$ cat config.mk
export PLATFORM = sky130hd
export DESIGN_NAME = hec_unit
export DESIGN_NICKNAME = d
export VERILOG_FILES = /design/src/hec_pkg.sv /design/src/hec_unit.sv
export SDC_FILE = /design/constraint.sdc
export NUM_CORES = 1
export LEC_CHECK = 0
export ABC_AREA = 1
export BUFFER_PORTS_ARGS = -buffer_cell sky130_fd_sc_hd__buf_2
export CORE_MARGIN = 1.5
export CORE_UTILIZATION = 47
export CTS_CLUSTER_SIZE = 10
export DETAILED_ROUTE_END_ITERATION = 12
export HOLD_SLACK_MARGIN = 0.06
export MAX_ROUTING_LAYER = met4
export PLACE_DENSITY = 0.83
export SETUP_SLACK_MARGIN = 0.15
export SLEW_MARGIN = 40
export SYNTH_ARGS = -nofsm -noshare
export SYNTH_HDL_FRONTEND = slang
export SYNTH_SLANG_ARGS = --single-unit
$ cat constraint.sdc
create_clock -name pclk -period 1.8 [get_ports pclk]
set_input_delay 0 -clock pclk [delete_from_list [all_inputs] [get_ports pclk]]
set_output_delay 0 -clock pclk [all_outputs]
set_load 0.005 [all_outputs]
$ cat src/hec_pkg.sv
/*
  constants, fault/cause types and register map for the hw error and exception cause unit.
  assumes a 32-bit apb slave port and one core clock.
*/
package hec_pkg;
  // cause codes (hardware error, 5 bits)
  localparam logic [4:0] HEC_HW_SYSREG = 5'h02;
  localparam logic [4:0] HEC_HW_EXTMEM = 5'h03;
  localparam logic [4:0] HEC_HW_PERFMON = 5'h12;
  localparam logic [4:0] HEC_HW_RAISE5 = 5'h18;
  localparam logic [4:0] HEC_HW_NONE = 5'h00;
  // exception cause codes (6 bits)
  localparam logic [5:0] HEC_EX_STEP = 6'h10;
  localparam logic [5:0] HEC_EX_TRACE = 6'h11;
  localparam logic [5:0] HEC_EX_UNDEF = 6'h21;
  localparam logic [5:0] HEC_EX_ILLCOMB = 6'h22;
  localparam logic [5:0] HEC_EX_DPROT = 6'h23;
  localparam logic [5:0] HEC_EX_DMISAL = 6'h24;
  localparam logic [5:0] HEC_EX_UNRECOV = 6'h25;
  localparam logic [5:0] HEC_EX_DMISS = 6'h26;
  localparam logic [5:0] HEC_EX_DMULTI = 6'h27;
  localparam logic [5:0] HEC_EX_WATCH = 6'h28;
  localparam logic [5:0] HEC_EX_IACCESS = 6'h29;
  localparam logic [5:0] HEC_EX_IMISAL = 6'h2a;
  localparam logic [5:0] HEC_EX_IPROT = 6'h2b;
  localparam logic [5:0] HEC_EX_IMISS = 6'h2c;
  localparam logic [5:0] HEC_EX_IMULTI = 6'h2d;
  localparam logic [5:0] HEC_EX_SUPV = 6'h2e;
  localparam logic [5:0] HEC_EX_NONE = 6'h00;
  // apb register byte offsets
  localparam logic [11:0] HEC_OFF_STATUS = 12'h000;
  localparam logic [11:0] HEC_OFF_CTRL = 12'h004;
  localparam logic [11:0] HEC_OFF_EXRET = 12'h008;
  localparam logic [11:0] HEC_OFF_HWRET = 12'h00c;
  // status fields
  localparam int HEC_ST_EXC_LSB = 0;
  localparam int HEC_ST_HW_LSB = 14;
  localparam int HEC_ST_HWREQ_BIT = 31;
  // control fields
  localparam int HEC_CT_STEP_BIT = 0;
  localparam int HEC_CT_TRACE_BIT = 1;
  localparam int HEC_CT_WSEL_LSB = 2;
  localparam logic [31:0] HEC_CTRL_RST = 32'h0000_0000;
  localparam logic [31:0] HEC_CTRL_MASK = 32'h0000_003f;

  // per-data-generator fault set
  typedef struct packed {
    logic multi;
    logic misal;
    logic prot;
    logic miss;
  } hec_dag_flt_t;

  // faults reported for the instruction trying to finish
  typedef struct packed {
    logic valid;
    logic [31:0] pc;
    logic [31:0] next_pc;
    logic if_multi;
    logic if_misal;
    logic if_prot;
    logic if_miss;
    logic if_access;
    logic watch;
    logic undef;
    logic illcomb;
    logic supv;
    hec_dag_flt_t dag_first;
    hec_dag_flt_t dag_second;
    logic force_exc;
    logic [3:0] force_code;
    logic trace_full;
  } hec_instr_t;

  // hardware error sources, one level each
  typedef struct packed {
    logic sysreg;
    logic extmem;
    logic perfmon;
    logic raise5;
  } hec_hw_src_t;

  typedef enum logic [1:0] {
    HEC_CLS_NONE = 2'b01,
    HEC_CLS_TAKEN = 2'b10
  } hec_cls_t;
endpackage

$ cat src/hec_unit.sv
/*
  hw error and exception cause unit: records hardware error causes, picks
  the exception of highest priority, decides commit and the return address.
  assumes fault reports are synchronous to pclk and held for the cycle that
  the instruction tries to finish; apb master per amba apb.
*/
// Notes on behaviour
// RULE1: hw cause keeps latest error, no queue
// RULE2: hw request high while any error active
// RULE3: software writes never clear hw status
// RULE4: hw error does not capture faulting pc
// RULE5: core errors local; dma errors to both
// RULE6: 0x02 system register, 0x03 external memory
// RULE7: 0x12 perf overflow, 0x18 raise five
// RULE8: exception taken as instruction finishes
// RULE9: service exception commits, returns next pc
// RULE10: error exception aborts, returns own pc
// RULE11: exception cause written on every exception
// RULE12: nested exception is double fault, own pc
// RULE13: force instruction gives four cause bits
// RULE14: single step gives cause 0x10
// RULE15: trace overflow 0x11 only when enabled
// RULE16: undefined 0x21, illegal combination 0x22
// RULE17: data faults 0x23 0x24 0x26 0x27
// RULE18: watchpoint 0x28 only when selected
// RULE19: fetch faults 0x2a 0x2b 0x2c 0x2d
// RULE20: user supervisor resource use gives 0x2e
// RULE21: only highest priority registered per pass
// RULE22: fixed priority order of exceptions
// RULE23: nested exception not taken, cause 0x25
// RULE24: hw cause field is five bits
// RULE25: external error held while condition lasts
`timescale 1ns/100ps
module hec_unit
  import hec_pkg::*;
(
  // clock and reset
  input wire logic pclk,
  input wire logic presetn,
  // apb slave
  input wire logic psel,
  input wire logic penable,
  input wire logic pwrite,
  input wire logic [11:0] paddr,
  input wire logic [31:0] pwdata,
  output logic [31:0] prdata,
  output logic pready,
  output logic pslverr,
  // pipeline
  input wire hec_pkg::hec_instr_t instr,
  input wire logic in_handler,
  output logic exc_taken,
  output logic instr_commit,
  output logic [5:0] exception_cause,
  output logic [31:0] exception_return_addr,
  // hardware errors
  input wire hec_pkg::hec_hw_src_t hw_core_src,
  input wire hec_pkg::hec_hw_src_t hw_dma_src,
  input wire logic [31:0] hw_pc,
  output logic [4:0] hw_error_cause,
  output logic hw_error_interrupt,
  output logic hw_to_peer
);
  import hec_pkg::*;

  logic [31:0] ctrl_r;
  logic [31:0] interrupt_return_addr_r;
  logic [5:0] cause_nxt;
  logic service_nxt;
  logic exc_nxt;
  logic watch_en;
  logic [4:0] hw_nxt;
  logic hw_any;
  hec_hw_src_t hw_all;
  hec_cls_t cls_nxt;

  ////////////////////////////////////////////////////////////////////////////
  // exception priority
  assign watch_en = |ctrl_r[HEC_CT_WSEL_LSB +: 4];

  always_comb
  begin
    cause_nxt = HEC_EX_NONE;
    service_nxt = 1'b0;
    exc_nxt = 1'b1;
    if (in_handler) cause_nxt = HEC_EX_UNRECOV; // RULE22 RULE23
    else if (instr.if_multi) cause_nxt = HEC_EX_IMULTI; // RULE19 RULE22
    else if (instr.if_misal) cause_nxt = HEC_EX_IMISAL; // RULE19
    else if (instr.if_prot) cause_nxt = HEC_EX_IPROT; // RULE19
    else if (instr.if_miss) cause_nxt = HEC_EX_IMISS; // RULE19
    else if (instr.if_access) cause_nxt = HEC_EX_IACCESS; // RULE22
    else if (instr.watch && watch_en) cause_nxt = HEC_EX_WATCH; // RULE18
    else if (instr.undef) cause_nxt = HEC_EX_UNDEF; // RULE16
    else if (instr.illcomb) cause_nxt = HEC_EX_ILLCOMB; // RULE16
    else if (instr.supv) cause_nxt = HEC_EX_SUPV; // RULE20
    else if (instr.dag_first.multi) cause_nxt = HEC_EX_DMULTI; // RULE17
    else if (instr.dag_first.misal) cause_nxt = HEC_EX_DMISAL; // RULE17
    else if (instr.dag_first.prot) cause_nxt = HEC_EX_DPROT; // RULE17
    else if (instr.dag_first.miss) cause_nxt = HEC_EX_DMISS; // RULE17
    else if (instr.dag_second.multi) cause_nxt = HEC_EX_DMULTI; // RULE17
    else if (instr.dag_second.misal) cause_nxt = HEC_EX_DMISAL;
    else if (instr.dag_second.prot) cause_nxt = HEC_EX_DPROT;
    else if (instr.dag_second.miss) cause_nxt = HEC_EX_DMISS;
    else if (instr.force_exc)
    begin
      cause_nxt = {2'b00, instr.force_code}; // RULE13
      service_nxt = 1'b1;
    end
    else if (ctrl_r[HEC_CT_STEP_BIT])
    begin
      cause_nxt = HEC_EX_STEP; // RULE14
      service_nxt = 1'b1;
    end
    else if (instr.trace_full && ctrl_r[HEC_CT_TRACE_BIT])
    begin
      cause_nxt = HEC_EX_TRACE; // RULE15
      service_nxt = 1'b1;
    end
    else exc_nxt = 1'b0;
    // a handler only counts when something actually faulted
    if (in_handler && !(instr.if_multi || instr.if_misal || instr.if_prot || instr.if_miss ||
        instr.if_access || (instr.watch && watch_en) || instr.undef || instr.illcomb ||
        instr.supv || (|instr.dag_first) || (|instr.dag_second) || instr.force_exc ||
        ctrl_r[HEC_CT_STEP_BIT] || (instr.trace_full && ctrl_r[HEC_CT_TRACE_BIT])))
    begin
      exc_nxt = 1'b0;
      cause_nxt = HEC_EX_NONE;
    end
    exc_nxt = exc_nxt && instr.valid;
  end

  assign cls_nxt = exc_nxt ? HEC_CLS_TAKEN : HEC_CLS_NONE;

  ////////////////////////////////////////////////////////////////////////////
  // exception registration (one per pass, re-execution gives the next)
  always_ff @(posedge pclk or negedge presetn)
  begin
    if (!presetn)
    begin
      exc_taken <= 1'b0;
      instr_commit <= 1'b0;
      exception_cause <= HEC_EX_NONE;
      exception_return_addr <= 32'h0000_0000;
    end
    else
    begin
      exc_taken <= (cls_nxt == HEC_CLS_TAKEN) && !in_handler; // RULE8 RULE21 RULE23
      instr_commit <= instr.valid && (!exc_nxt || (service_nxt && !in_handler)); // RULE9 RULE10
      if (exc_nxt)
      begin
        exception_cause <= cause_nxt; // RULE11
        exception_return_addr <= (service_nxt && !in_handler) ? instr.next_pc : instr.pc; // RULE9 RULE10 RULE12
      end
    end
  end

  ////////////////////////////////////////////////////////////////////////////
  // hardware error cause, last source wins
  assign hw_all = hw_core_src | hw_dma_src;
  assign hw_any = |hw_all;

  always_comb
  begin
    hw_nxt = hw_error_cause;
    // fixed order: later assignment wins when simultaneous
    if (hw_all.sysreg) hw_nxt = HEC_HW_SYSREG; // RULE6
    if (hw_all.extmem) hw_nxt = HEC_HW_EXTMEM; // RULE6
    if (hw_all.perfmon) hw_nxt = HEC_HW_PERFMON; // RULE7
    if (hw_all.raise5) hw_nxt = HEC_HW_RAISE5; // RULE7
  end

  always_ff @(posedge pclk or negedge presetn)
  begin
    if (!presetn)
    begin
      hw_error_cause <= HEC_HW_NONE;
      hw_error_interrupt <= 1'b0;
      hw_to_peer <= 1'b0;
    end
    else
    begin
      hw_error_cause <= hw_nxt; // RULE1 RULE3 RULE24
      hw_error_interrupt <= hw_any; // RULE2 RULE25
      hw_to_peer <= |hw_dma_src; // RULE5
    end
  end

  // hw return address follows the interrupted pc, not the faulting one
  always_ff @(posedge pclk or negedge presetn)
  begin
    if (!presetn) interrupt_return_addr_r <= 32'h0000_0000;
    else if (hw_any && !hw_error_interrupt) interrupt_return_addr_r <= hw_pc; // RULE4
  end

  ////////////////////////////////////////////////////////////////////////////
  // apb slave, zero wait states
  logic acc;
  assign acc = psel && !penable;

  always_ff @(posedge pclk or negedge presetn)
  begin
    if (!presetn) ctrl_r <= HEC_CTRL_RST;
    else if (psel && penable && pwrite && paddr == HEC_OFF_CTRL) ctrl_r <= pwdata & HEC_CTRL_MASK;
  end

  always_ff @(posedge pclk or negedge presetn)
  begin
    if (!presetn)
    begin
      prdata <= 32'h0000_0000;
      pready <= 1'b0;
      pslverr <= 1'b0;
    end
    else
    begin
      pready <= acc;
      pslverr <= 1'b0;
      prdata <= 32'h0000_0000;
      if (acc)
      begin
        unique case (paddr)
          HEC_OFF_STATUS: prdata <= {hw_error_interrupt, 12'h000, hw_error_cause, 8'h00,
                                     exception_cause};
          HEC_OFF_CTRL: prdata <= ctrl_r;
          HEC_OFF_EXRET: prdata <= exception_return_addr;
          HEC_OFF_HWRET: prdata <= interrupt_return_addr_r;
          default: pslverr <= 1'b1;
        endcase
      end
    end
  end

  ////////////////////////////////////////////////////////////////////////////
  // checks
  hw_req_level_a: assert property (@(posedge pclk) disable iff (!presetn)
    hw_any |=> hw_error_interrupt) else $error("hw request dropped"); // RULE2
  hw_req_low_a: assert property (@(posedge pclk) disable iff (!presetn)
    !hw_any |=> !hw_error_interrupt) else $error("hw request without error"); // RULE2
  hw_raise_code_a: assert property (@(posedge pclk) disable iff (!presetn)
    hw_all.raise5 |=> hw_error_cause == 5'h18) else $error("raise cause wrong"); // RULE7
  hw_hold_a: assert property (@(posedge pclk) disable iff (!presetn)
    !hw_any |=> $stable(hw_error_cause)) else $error("hw cause changed"); // RULE3
  svc_commit_a: assert property (@(posedge pclk) disable iff (!presetn)
    (instr.valid && !in_handler && exc_nxt && service_nxt) |=>
    (instr_commit && exception_return_addr == $past(instr.next_pc)))
    else $error("service return wrong"); // RULE9
  err_abort_a: assert property (@(posedge pclk) disable iff (!presetn)
    (instr.valid && exc_nxt && !service_nxt) |=>
    (!instr_commit && exception_return_addr == $past(instr.pc)))
    else $error("error return wrong"); // RULE10
  nest_fault_a: assert property (@(posedge pclk) disable iff (!presetn)
    (instr.valid && exc_nxt && in_handler) |=> (!exc_taken && exception_cause == 6'h25))
    else $error("double fault wrong"); // RULE23
  step_code_a: assert property (@(posedge pclk) disable iff (!presetn)
    (exc_nxt && !in_handler && cause_nxt == 6'h10) |=> exc_taken && exception_cause == 6'h10)
    else $error("single step cause wrong"); // RULE14
  fetch_first_a: assert property (@(posedge pclk) disable iff (!presetn)
    (instr.valid && !in_handler && instr.if_multi) |=> exception_cause == 6'h2d)
    else $error("fetch priority wrong"); // RULE22
  peer_dma_a: assert property (@(posedge pclk) disable iff (!presetn)
    (|hw_dma_src) |=> hw_to_peer) else $error("dma error not sent"); // RULE5

  ////////////////////////////////////////////////////////////////////////////
  // hardware error codes and ownership
  hw_sys_code_a: assert property (@(posedge pclk) disable iff (!presetn) // RULE6
    (hw_all.sysreg && !hw_all.extmem && !hw_all.perfmon && !hw_all.raise5) |=>
    hw_error_cause == HEC_HW_SYSREG) else $error("system register cause wrong");
  hw_ext_code_a: assert property (@(posedge pclk) disable iff (!presetn) // RULE6
    (hw_all.extmem && !hw_all.perfmon && !hw_all.raise5) |=>
    hw_error_cause == HEC_HW_EXTMEM) else $error("external memory cause wrong");
  hw_perf_code_a: assert property (@(posedge pclk) disable iff (!presetn) // RULE7
    (hw_all.perfmon && !hw_all.raise5) |=> hw_error_cause == HEC_HW_PERFMON)
    else $error("overflow cause wrong");
  hw_cause_legal_a: assert property (@(posedge pclk) disable iff (!presetn) // RULE24
    hw_error_cause == HEC_HW_NONE || hw_error_cause == HEC_HW_SYSREG ||
    hw_error_cause == HEC_HW_EXTMEM || hw_error_cause == HEC_HW_PERFMON ||
    hw_error_cause == HEC_HW_RAISE5) else $error("reserved hw cause");
  hw_ret_hold_a: assert property (@(posedge pclk) disable iff (!presetn) // RULE4
    hw_error_interrupt |=> $stable(interrupt_return_addr_r))
    else $error("hw return moved while pending");
  core_local_a: assert property (@(posedge pclk) disable iff (!presetn) // RULE5
    ((|hw_core_src) && !(|hw_dma_src)) |=> !hw_to_peer)
    else $error("core error sent to peer");

  ////////////////////////////////////////////////////////////////////////////
  // exception outcome
  no_spurious_a: assert property (@(posedge pclk) disable iff (!presetn) // RULE8
    !instr.valid |=> (!exc_taken && !instr_commit))
    else $error("outcome without instruction");
  cause_hold_a: assert property (@(posedge pclk) disable iff (!presetn) // RULE11
    !exc_nxt |=> ($stable(exception_cause) && $stable(exception_return_addr)))
    else $error("cause changed without exception");
  nest_ret_a: assert property (@(posedge pclk) disable iff (!presetn) // RULE12
    (instr.valid && exc_nxt && in_handler) |=>
    (!instr_commit && exception_return_addr == $past(instr.pc)))
    else $error("double fault return wrong");
  force_code_a: assert property (@(posedge pclk) disable iff (!presetn) // RULE13
    (instr.valid && !in_handler && instr.force_exc && service_nxt) |=>
    (exc_taken && instr_commit && exception_cause[3:0] == $past(instr.force_code)))
    else $error("force cause wrong");
  trace_en_a: assert property (@(posedge pclk) disable iff (!presetn) // RULE15
    (exc_taken && exception_cause == HEC_EX_TRACE) |-> $past(ctrl_r[HEC_CT_TRACE_BIT]))
    else $error("trace exception while disabled");
  undef_code_a: assert property (@(posedge pclk) disable iff (!presetn) // RULE16
    (instr.valid && !in_handler && instr.undef && !instr.if_multi && !instr.if_misal &&
    !instr.if_prot && !instr.if_miss && !instr.if_access && !instr.watch) |=>
    (exception_cause == HEC_EX_UNDEF && !instr_commit)) else $error("undefined cause wrong");
  watch_sel_a: assert property (@(posedge pclk) disable iff (!presetn) // RULE18
    (exc_taken && exception_cause == HEC_EX_WATCH) |-> $past(watch_en))
    else $error("watchpoint exception unselected");
  fetch_access_a: assert property (@(posedge pclk) disable iff (!presetn) // RULE22
    (instr.valid && !in_handler && instr.if_access && !instr.if_multi && !instr.if_misal &&
    !instr.if_prot && !instr.if_miss) |=> exception_cause == HEC_EX_IACCESS)
    else $error("fetch access cause wrong");
  nest_not_taken_a: assert property (@(posedge pclk) disable iff (!presetn) // RULE23
    exc_taken |-> exception_cause != HEC_EX_UNRECOV)
    else $error("unrecoverable event taken");
  pready_pulse_a: assert property (@(posedge pclk) disable iff (!presetn)
    pready |=> !pready) else $error("ready held too long");

  svc_cov_c: cover property (@(posedge pclk) exc_taken && instr_commit);
  err_cov_c: cover property (@(posedge pclk) exc_taken && !instr_commit);
  nest_cov_c: cover property (@(posedge pclk) exception_cause == 6'h25);
  hw_cov_c: cover property (@(posedge pclk) $rose(hw_error_interrupt));
  peer_cov_c: cover property (@(posedge pclk) hw_to_peer);
endmodule

### Word level (Yosys, flattened, before mapping)

Index checks and enable logic that the tools add are counted.
Widths: inputs -> output; s select.

| word-level totals | value |
|---|---|
| register bits | 119 |
| output and inout bits | 81 |
| input bits | 178 |

| cells by class | value |
|---|---|
| bitwise gates (word level) | 1 |
| equality and inequality tests | 4 |
| reduce and logical (&&, ||, !) cells | 39 |
| multiplexer cells | 72 |

Operators with widths:

| kind | number |
|---|---|
| $pmux 32 s4 | 1 |
| $mux 6 | 19 |
| $mux 32 | 2 |
| $mux 1 | 42 |
| $mux 5 | 7 |
| $eq 12x4->1 const B | 2 |
| $reduce_or 4->1 | 6 |
| $logic_or 1x1->1 | 14 |
| $eq 12x3->1 const B | 1 |
| $logic_and 1x1->1 | 12 |
| $logic_not 12->1 | 1 |
| $logic_not 1->1 | 5 |
| $or 4x4->4 | 1 |
| $reduce_bool 4->1 | 1 |
| $eq 2x2->1 const B | 1 |
| $mux 2 | 1 |

### Depth between registers and ports, before layout

Gate-level depths: netlist (run 1).

| depth | value |
|---|---|
| word-level depth | 27 |
| gate-level depth with buffers | 19 |

### Worst setup path before layout (run 1)

No wires, ideal clock.

| path | value |
|---|---|
| kind | register to register |
| from | register ctrl_r[5] |
| to | register exception_return_addr[10] |
| data arrival time | 1.486 ns |
| cell stages (with the launch flop) | 13 |
| required time | 1.670 ns |
| slack | 0.184 ns |
| clock period less this slack | 1.616 ns |
| cells stage by stage | dfrtp_1 > inv_1 > nand3_1 > o21ai_2 > nand2_1 > nor2_1 > inv_2 > nor2_2 > nand3_1 > buf_4 > buf_6 > nand2_1 > a31oi_1 |

| between the ends | value |
|---|---|
| word-level cells in the longest chain between the ends | 15 |

RTL lines:

| what | line | text |
|---|---|---|
| from (decl) | hec_unit.sv:66 | `logic [31:0] ctrl_r;` |
| from (signal assigned) | hec_unit.sv:203 | `else if (psel && penable && pwrite && paddr == HEC_OFF_CTRL) ctrl_r <= pwdata & HEC_CTRL_MASK;` |
| $reduce_or 4->1 * | hec_unit.sv:79 | `assign watch_en = \|ctrl_r[HEC_CT_WSEL_LSB +: 4];` |
| $logic_and 1x1->1 * | hec_unit.sv:92, hec_unit.sv:122 |  |
| parallel branches: the longest is 13 deep, another holds $mux 32 | -- |  |
| to (signal assigned) | hec_unit.sv:152 | `exception_return_addr <= (service_nxt && !in_handler) ? instr.next_pc : instr.pc;` |
| to (decl) | hec_unit.sv:55 | `output logic [31:0] exception_return_addr,` |

Mark *: on every way between the ends.
A chain may end at the register's enable or synchronous reset.

### Worst setup path in the final report (run 1)

| path | value |
|---|---|
| from | register ctrl_r[5] |
| to | register exception_cause[0] |

| between the ends | value |
|---|---|
| word-level cells in the longest chain between the ends | 15 |

RTL lines:

| what | line | text |
|---|---|---|
| $reduce_or 4->1 * | hec_unit.sv:79 |  |
| $logic_and 1x1->1 * | hec_unit.sv:92, hec_unit.sv:122 |  |
| parallel branches: the longest is 13 deep, another holds $mux 1 | -- |  |
| to (signal assigned) | hec_unit.sv:151 | `exception_cause <= cause_nxt;` |
| to (decl) | hec_unit.sv:54 | `output logic [5:0] exception_cause,` |

Marked as above.

==> flow_summary.json, run 1 <==
{
  "fin_cells": 1131,
  "synth.cell_area_sq_um": 5450,
  "ys_types": 34,
  "clock_sinks": 118,
  "cts_root_buf": "clkbuf_16",
  "yosys-top-cells-count": "dfrtp_1, nand2_1, inv_1, nor2_1, mux2_2",
  "reg2reg_from": "ctrl_r[5]$_DFFE_PN0P_",
  "clk_pin_slew_ns": 0.06,
  "async_flop_share": 1.00,
  "drive_gt1_frac": 0.422,
  "grt_pass1_wl_um": 34500,
  "ys_ff_latch": 118,
  "pin_count": 259,
  "path_max_fanout": 3,
  "synth_nets": 748,
  "wire_per_inst_um": 20.8,
  "cp.required_ns": 2.10,
  "worstSetupEndpointType": "register",
  "crit_path_end": "exception_cause[0]$_DFFE_PN0N_",
  "grtUsageTotal": 0.372,
  "dieArea_sq_um": 12200,
  "dp_slack_ns": 0.0157,
  "cp_slowest_cell": "dfrtp_1",
  "grt_pass1_vias": 6864,
  "drt_pre_antenna_iters": 6,
  "setup_violations": 40,
  "drt_iter0_drc": 608,
  "path_delay_family": "simple AND/OR/NAND/NOR gates",
  "nets": 1152,
  "period_minus_slack_ns": 2.00,
  "synth_warnings": 0,
  "start_util": 0.479,
  "drv_slew": 0,
  "grt_antenna_before_repair": 1,
  "arrival_ns": 2.30,
  "r2r-end": "exception_cause[0]$_DFFE_PN0N_",
  "place_inst": 934,
  "vdd_drop_max_mv": 0.634,
  "drc_errors": 0,
  "dp_hpwl_um": 11400,
  "outcome": "finished with violations",
  "hold-worst-slack_ns": 0.117,
  "netlist_instances": 570,
  "wl_um": 23500,
  "max_slew.worst_pin.slew_ns": 0.517,
  "worst_path_largest_cell_delay_ns": 0.42,
  "crit_type": "register to register",
  "finalCritPeriodShare": 1.11,
  "max_freq_mhz": 499,
  "fillers": 564,
  "vias_per_cell": 5.71,
  "cts_tree": "built",
  "crit_chain": "inv_2, nand3_2, o21ai_4, nand2_2, nor2_2, inv_2, nor3_4, buf_4, inv_1, nand3_1, o21ai_2, inv_1, nand2_1",
  "cp-start-kind": "register",
  "grt_remaining_overflow": 0,
  "htree_levels": 4,
  "hold_path.class": "input port to async pin",
  "drv_cap": 0,
  "fp.dieW_um": 111,
  "slew_headroom": 0.652,
  "synth_ff_type": "dfrtp_1",
  "cp.depth": 13,
  "coreArea_sq_um": 11400,
  "pwr_density_cell_nw_per_um2": 798,
  "reg2reg_slack_ns": -0.20,
  "synth_most_common_cell": "dfrtp_1",
  "p_leak_nw": 4.77,
  "cts_buffer_depth": 2,
  "yosysTopAreaCell": "dfrtp_1",
  "synth_edf_count": 0,
  "cp.buffers_inverters": 5,
  "ys_seq_area_frac": 0.542,
  "synth.top_cell.area_share": 0.542,
  "rows": 39,
  "crit_path_start": "ctrl_r[5]$_DFFE_PN0P_",
  "cts-buffers-inserted": 17,
  "die_h_um": 111,
  "grt_max_degree": 43,
  "grt_setup_unrepaired": "true",
  "gp_congestion": 0.860,
  "syn_avg_cell_area_sq_um": 9.56,
  "ant_nets": 0,
  "r2r_cells": 13,
  "violations": "setup timing",
  "io_buffers": 231,
  "area_delta_synth_final_pct": 74.9,
  "setup_ws_ns": -0.204,
  "hold_viol_final": 0,
  "clk-insertion-delay-late_ns": 0.41,
  "fin_skew_ns": 0.00922,
  "vias": 6456,
  "synth.area.top_cells": "dfrtp_1, mux2_2, nand2_1, inv_1, nor2_1"
}
[logic make-up (layout without fill, tap and decap cells)]
logic type / Yosys count / after routing / share of synthesized area
AO/OA/AOI/OAI: 101 / 101 / 0.114
buffers and inverters: 94 / 511 / 0.0831
flip-flops: 118 / 118 / 0.542
multiplexers: 38 / 38 / 0.0785
other: 1 / 2 / 0.000688
AND/OR/NAND/NOR: 218 / 218 / 0.182
[final cells by class]
| cell class | instances | area [sq um] | area share |
|---|---|---|---|
| Clock inverter | 14 | 198 | 0.0207 |
| Timing Repair Buffer | 417 | 3160 | 0.331 |
| Clock buffer | 18 | 439 | 0.0461 |
| Multi-Input combinational cell | 358 | 2370 | 0.248 |
| Antenna cell | 1 | 2.50 | 0.000263 |
| Tap cell | 143 | 179 | 0.0188 |
| Sequential cell | 118 | 2950 | 0.310 |
| Inverter | 62 | 235 | 0.0247 |
[power breakdown]
part / internal [mW] / switching, mW / leakage (nW)
clock: 2.37 / 1.29 / 0.308
sequential: 2.79 / 0.123 / 1.52
combinational: 0.550 / 0.472 / 2.94
[stage by stage]
step | cell area (sq um) | TNS [ns] | utilization | power, mW
after floorplan | 5450 | 0 | - | 3.16
after global placement | 6840 | 0 | 0.602 | 3.55
after detailed placement | 6840 | 0 | 0.602 | 3.57
after CTS | 9060 | 0 | 0.797 | 7.45
after global routing | 9530 | -7.12 | 0.838 | 7.85
final | 9530 | -4.82 | 0.838 | 7.60
[sequential cells by signal (all words and copies together) (netlist names)]
signal and count:
pready 1, hw_error_cause 4, exc_taken 1, pslverr 1, interrupt_return_addr_r 32, exception_return_addr 32
instr_commit 1, hw_error_interrupt 1, ctrl_r 6, exception_cause 6, prdata 32, hw_to_peer 1
[cells in the final DEF, fill, tap and decap left out, types with 3 or more instances in the layout]
| cell | instances |
|---|---|
| dfrtp_1 | 118 |
| inv_6 | 4 |
| dlymetal6s4s_1 | 3 |
| o221ai_1 | 3 |
| o211ai_1 | 6 |
| nand3_1 | 7 |
| o22ai_1 | 7 |
| buf_4 | 26 |
| inv_1 | 54 |
| a21oi_1 | 27 |
| o21ai_2 | 4 |
| nand2_2 | 4 |
| a31oi_2 | 5 |
| nor2_4 | 16 |
| a31oi_1 | 22 |
| nor2_1 | 28 |
| buf_2 | 229 |
| clkbuf_16 | 22 |
| nand2_1 | 106 |
| inv_2 | 7 |
| o21ai_0 | 7 |
| buf_12 | 10 |
| mux2_2 | 31 |
| mux2_4 | 7 |
| buf_6 | 8 |
| dlygate4sd3_1 | 136 |
| o21ai_1 | 6 |
| nand3_2 | 5 |
| bufinv_16 | 4 |
| nor2_2 | 11 |
| a21oi_2 | 3 |
| a221oi_1 | 6 |
| nand4_1 | 29 |
[worst min path at each step]
| stage | start | to | slack (ns) | cells after the start |
|---|---|---|---|---|
| 5_1_grt | presetn | prdata[21]$_DFF_PN0_ | 0.16 | 2 |
| 6_report | presetn | prdata[21]$_DFF_PN0_ | 0.12 | 2 |
| 3_3_place_gp | presetn | prdata[21]$_DFF_PN0_ | 0.0003 | 1 |
| 2_1_floorplan | presetn | ctrl_r[0]$_DFFE_PN0P_ | -0.30 | 0 |
| 3_5_place_dp | presetn | prdata[21]$_DFF_PN0_ | 0.004 | 1 |
| 4_1_cts | hw_dma_src[2] | hw_error_cause[1]$_DFFE_PN0N_ | 0.08 | 5 |
[per-layer routing]
layer / vias up / GRT usage / share of wire
li1: 2749 / - / -
met1: 3089 / 0.385 / 0.34
met2: 465 / 0.631 / 0.51
met3: 153 / 0.0727 / 0.071
met4: 0 / 0.267 / 0.077
met5: - / - / 0
[what timing repair did]
action | 4_1_cts | 5_1_grt
endpoints found under the hold margin | 207 | 0
setup endpoints to repair | 38 | 107
pin swaps | 3 | 16
buffers inserted | 9 | 10
gates cloned | 2 | 4
hold buffers | 139 | 0
gates resized for setup | 21 | 83
(Power assumes the default switching activity.)
==> run 2, diff against run 1 <==
Settings changed: BUFFER_PORTS_ARGS -buffer_cell sky130_fd_sc_hd__buf_2 to -buffer_cell sky130_fd_sc_hd__buf_4.
==> run 2 against run 1 <==
  * The flow still finishes with violations (setup timing)
  * Critical path type unchanged
  * Non-clock buffer count decreased by 12
  * Fmax increased by 1.3%
  * Critical endpoint is now exception_return_addr[27]$_DFFE_PN0N_
  * Clock power increased by 5%
  * Largest cell class unchanged
  * Sequential share of layout area decreased by 1.4 points
==> flow_summary.json, run 2 (synthesis results as in run 1) <==
{
  "outcome": "finished with violations",
  "violations": "setup timing",
  "cts_buffer_depth": 2,
  "final_cell_area_sq_um": 9960,
  "gp_congestion": 0.863,
  "grt_remaining_overflow": 0,
  "io_buffers": 231,
  "nets": 1140,
  "crit_chain": "inv_2, nand3_2, o21ai_4, nand2_2, nor2_2, inv_2, nor3_4, nor2_4, buf_12, nor2_2, a31oi_2",
  "dp_hpwl_um": 11800,
  "max_slew.worst_pin.slew_ns": 0.545,
  "finalPower_mw": 7.94,
  "pin_count": 259,
  "rows": 39,
  "p_seq_frac": 0.369,
  "wire_per_inst_um": 22.1,
  "drive_gt1_frac": 0.419,
  "setup_ws_ns": -0.178,
  "htree_levels": 4,
  "wl_um": 24800,
  "clock_sinks": 118,
  "pwr-share-comb": 0.149,
  "slew_headroom": 0.637,
  "cts-buffers-inserted": 17,
  "cp.buffers_inverters": 3,
  "drt_pre_antenna_iters": 5,
  "hold_viol_final": 0,
  "worst_path_largest_cell_delay_ns": 0.43,
  "cts_tree": "built",
  "clkPwrFrac": 0.482,
  "ant_nets": 0,
  "drt_iter0_drc": 553,
  "power.share.switching": 0.243,
  "die_h_um": 111,
  "worstSetupEndpointType": "register",
  "tns_ns": -4.65,
  "vdd_drop_max_mv": 0.554,
  "cp_slowest_cell": "nor2_4",
  "drv_cap": 0,
  "grtUsageTotal": 0.368,
  "drv_slew": 0,
  "hold_path.class": "input port to async pin",
  "coreArea_sq_um": 11400,
  "arrival_ns": 2.30,
  "setup_violations": 39,
  "max_freq_mhz": 506,
  "drc_errors": 0,
  "largestRegisters": "exception_return_addr: 32 flops, interrupt_return_addr_r: 32 flops, prdata: 32 flops",
  "layout_commonest_cell": "buf_4",
  "postPlaceCellArea_sq_um": 7390,
  "clk_pin_slew_ns": 0.06,
  "dp_slack_ns": -0.117,
  "path_delay_family": "simple AND/OR/NAND/NOR gates",
  "grt_pass1_wl_um": 33800,
  "vias_per_cell": 5.84,
  "p_leak_nw": 4.88,
  "fin_util": 0.876,
  "grt_antenna_before_repair": 3,
  "pwr_density_cell_nw_per_um2": 797,
  "vias": 6549,
  "crit_type": "register to register",
  "fp.dieW_um": 111,
  "most-common-layout-cells": "buf_4, dlygate4sd3_1, dfrtp_1",
  "finalCritPeriodShare": 1.10,
  "grt_max_degree": 46,
  "p_int_mw": 6.01,
  "p_sw_mw": 1.93,
  "fin_skew_ns": 0.00951,
  "period_minus_slack_ns": 1.98,
  "dieArea_sq_um": 12200,
  "cp.required_ns": 2.12,
  "grt_setup_unrepaired": "true",
  "start_util": 0.479,
  "grt_pass1_vias": 6641,
  "clk-insertion-delay-late_ns": 0.42,
  "area_delta_synth_final_pct": 82.9,
  "cp-start-kind": "register",
  "cts_root_buf": "clkbuf_16",
  "path_max_fanout": 16
}
==> run 2: cell count changes in the layout (fill, tap and decap cells not counted), sizes merged <==
cell / previous run / this run
diode: 1 / 3
bufinv: 4 / 5
inv: 66 / 63
buf: 273 / 267
dlymetal6s4s: 3 / 5
clkinvlp: 2 / 3
dlygate4sd3: 136 / 129
==> run 2: final timing paths <==
path | from | to | slack [ns] | cells after the start
max | ctrl_r[5]$_DFFE_PN0P_ | exception_return_addr[27]$_DFFE_PN0N_ | -0.18 | 11
min | presetn | prdata[21]$_DFF_PN0_ | 0.13 | 2
max reg2reg | ctrl_r[5]$_DFFE_PN0P_ | exception_return_addr[27]$_DFFE_PN0N_ | -0.18 | 11
min reg2reg | ctrl_r[0]$_DFFE_PN0P_ | ctrl_r[0]$_DFFE_PN0P_ | 0.51 | 1
max in group asynchronous | presetn | prdata[28]$_DFF_PN0_ | 1.01 | 3
min in group pclk | paddr[2] | prdata[1]$_DFF_PN0_ | 0.14 | 5
==> run 2: timing repair <==
| item | 4_1_cts | 5_1_grt |
|---|---|---|
| resized for setup | 20 | 70 |
| setup buffers | 9 | 6 |
| hold buffers | 133 | 1 |
| setup endpoints to repair | 39 | 103 |
| cloned | 1 | 5 |
| pin swaps | 2 | 8 |
| endpoints found under the hold margin | 207 | 1 |
==> run 2: metrics by stage <==
step	cells	hold WS (ns)
after CTS	1106	0.0678
after global routing	1121	0.174
after global placement	931	0.00112
final	1121	0.128
after floorplan	570	-0.296
after detailed placement	931	0.0105
==> run 2: layout make-up <==
class | instances | area (sq um)
Timing Repair Buffer | 405 | 3620
Multi-Input combinational cell | 358 | 2320
Clock buffer | 19 | 453
Antenna cell | 3 | 7.51
Inverter | 62 | 233
Clock inverter | 13 | 201
Tap cell | 143 | 179
Fill cell | 500 | 1410
Sequential cell | 118 | 2950
==> run 2: layer usage <==
metal / global-route usage / vias up / share of wire
met1: 0.388 / 3158 / 0.33
met3: 0.0656 / 159 / 0.076
met5: - / - / 0
li1: - / 2718 / -
met2: 0.641 / 514 / 0.52
met4: 0.228 / 0 / 0.073
==> run 2: power groups by stage <==
| stage | combinational (mW) | clock [mW] | sequential [mW] |
|---|---|---|---|
| 6_report | 1.18 | 3.83 | 2.93 |
| 5_1_grt | 1.25 | 3.93 | 2.93 |
| 4_1_cts | 1.04 | 3.77 | 2.90 |
| 2_1_floorplan | 0.244 | 0 | 2.92 |
| 3_5_place_dp | 0.778 | 0 | 2.94 |
| 3_3_place_gp | 0.754 | 0 | 2.93 |
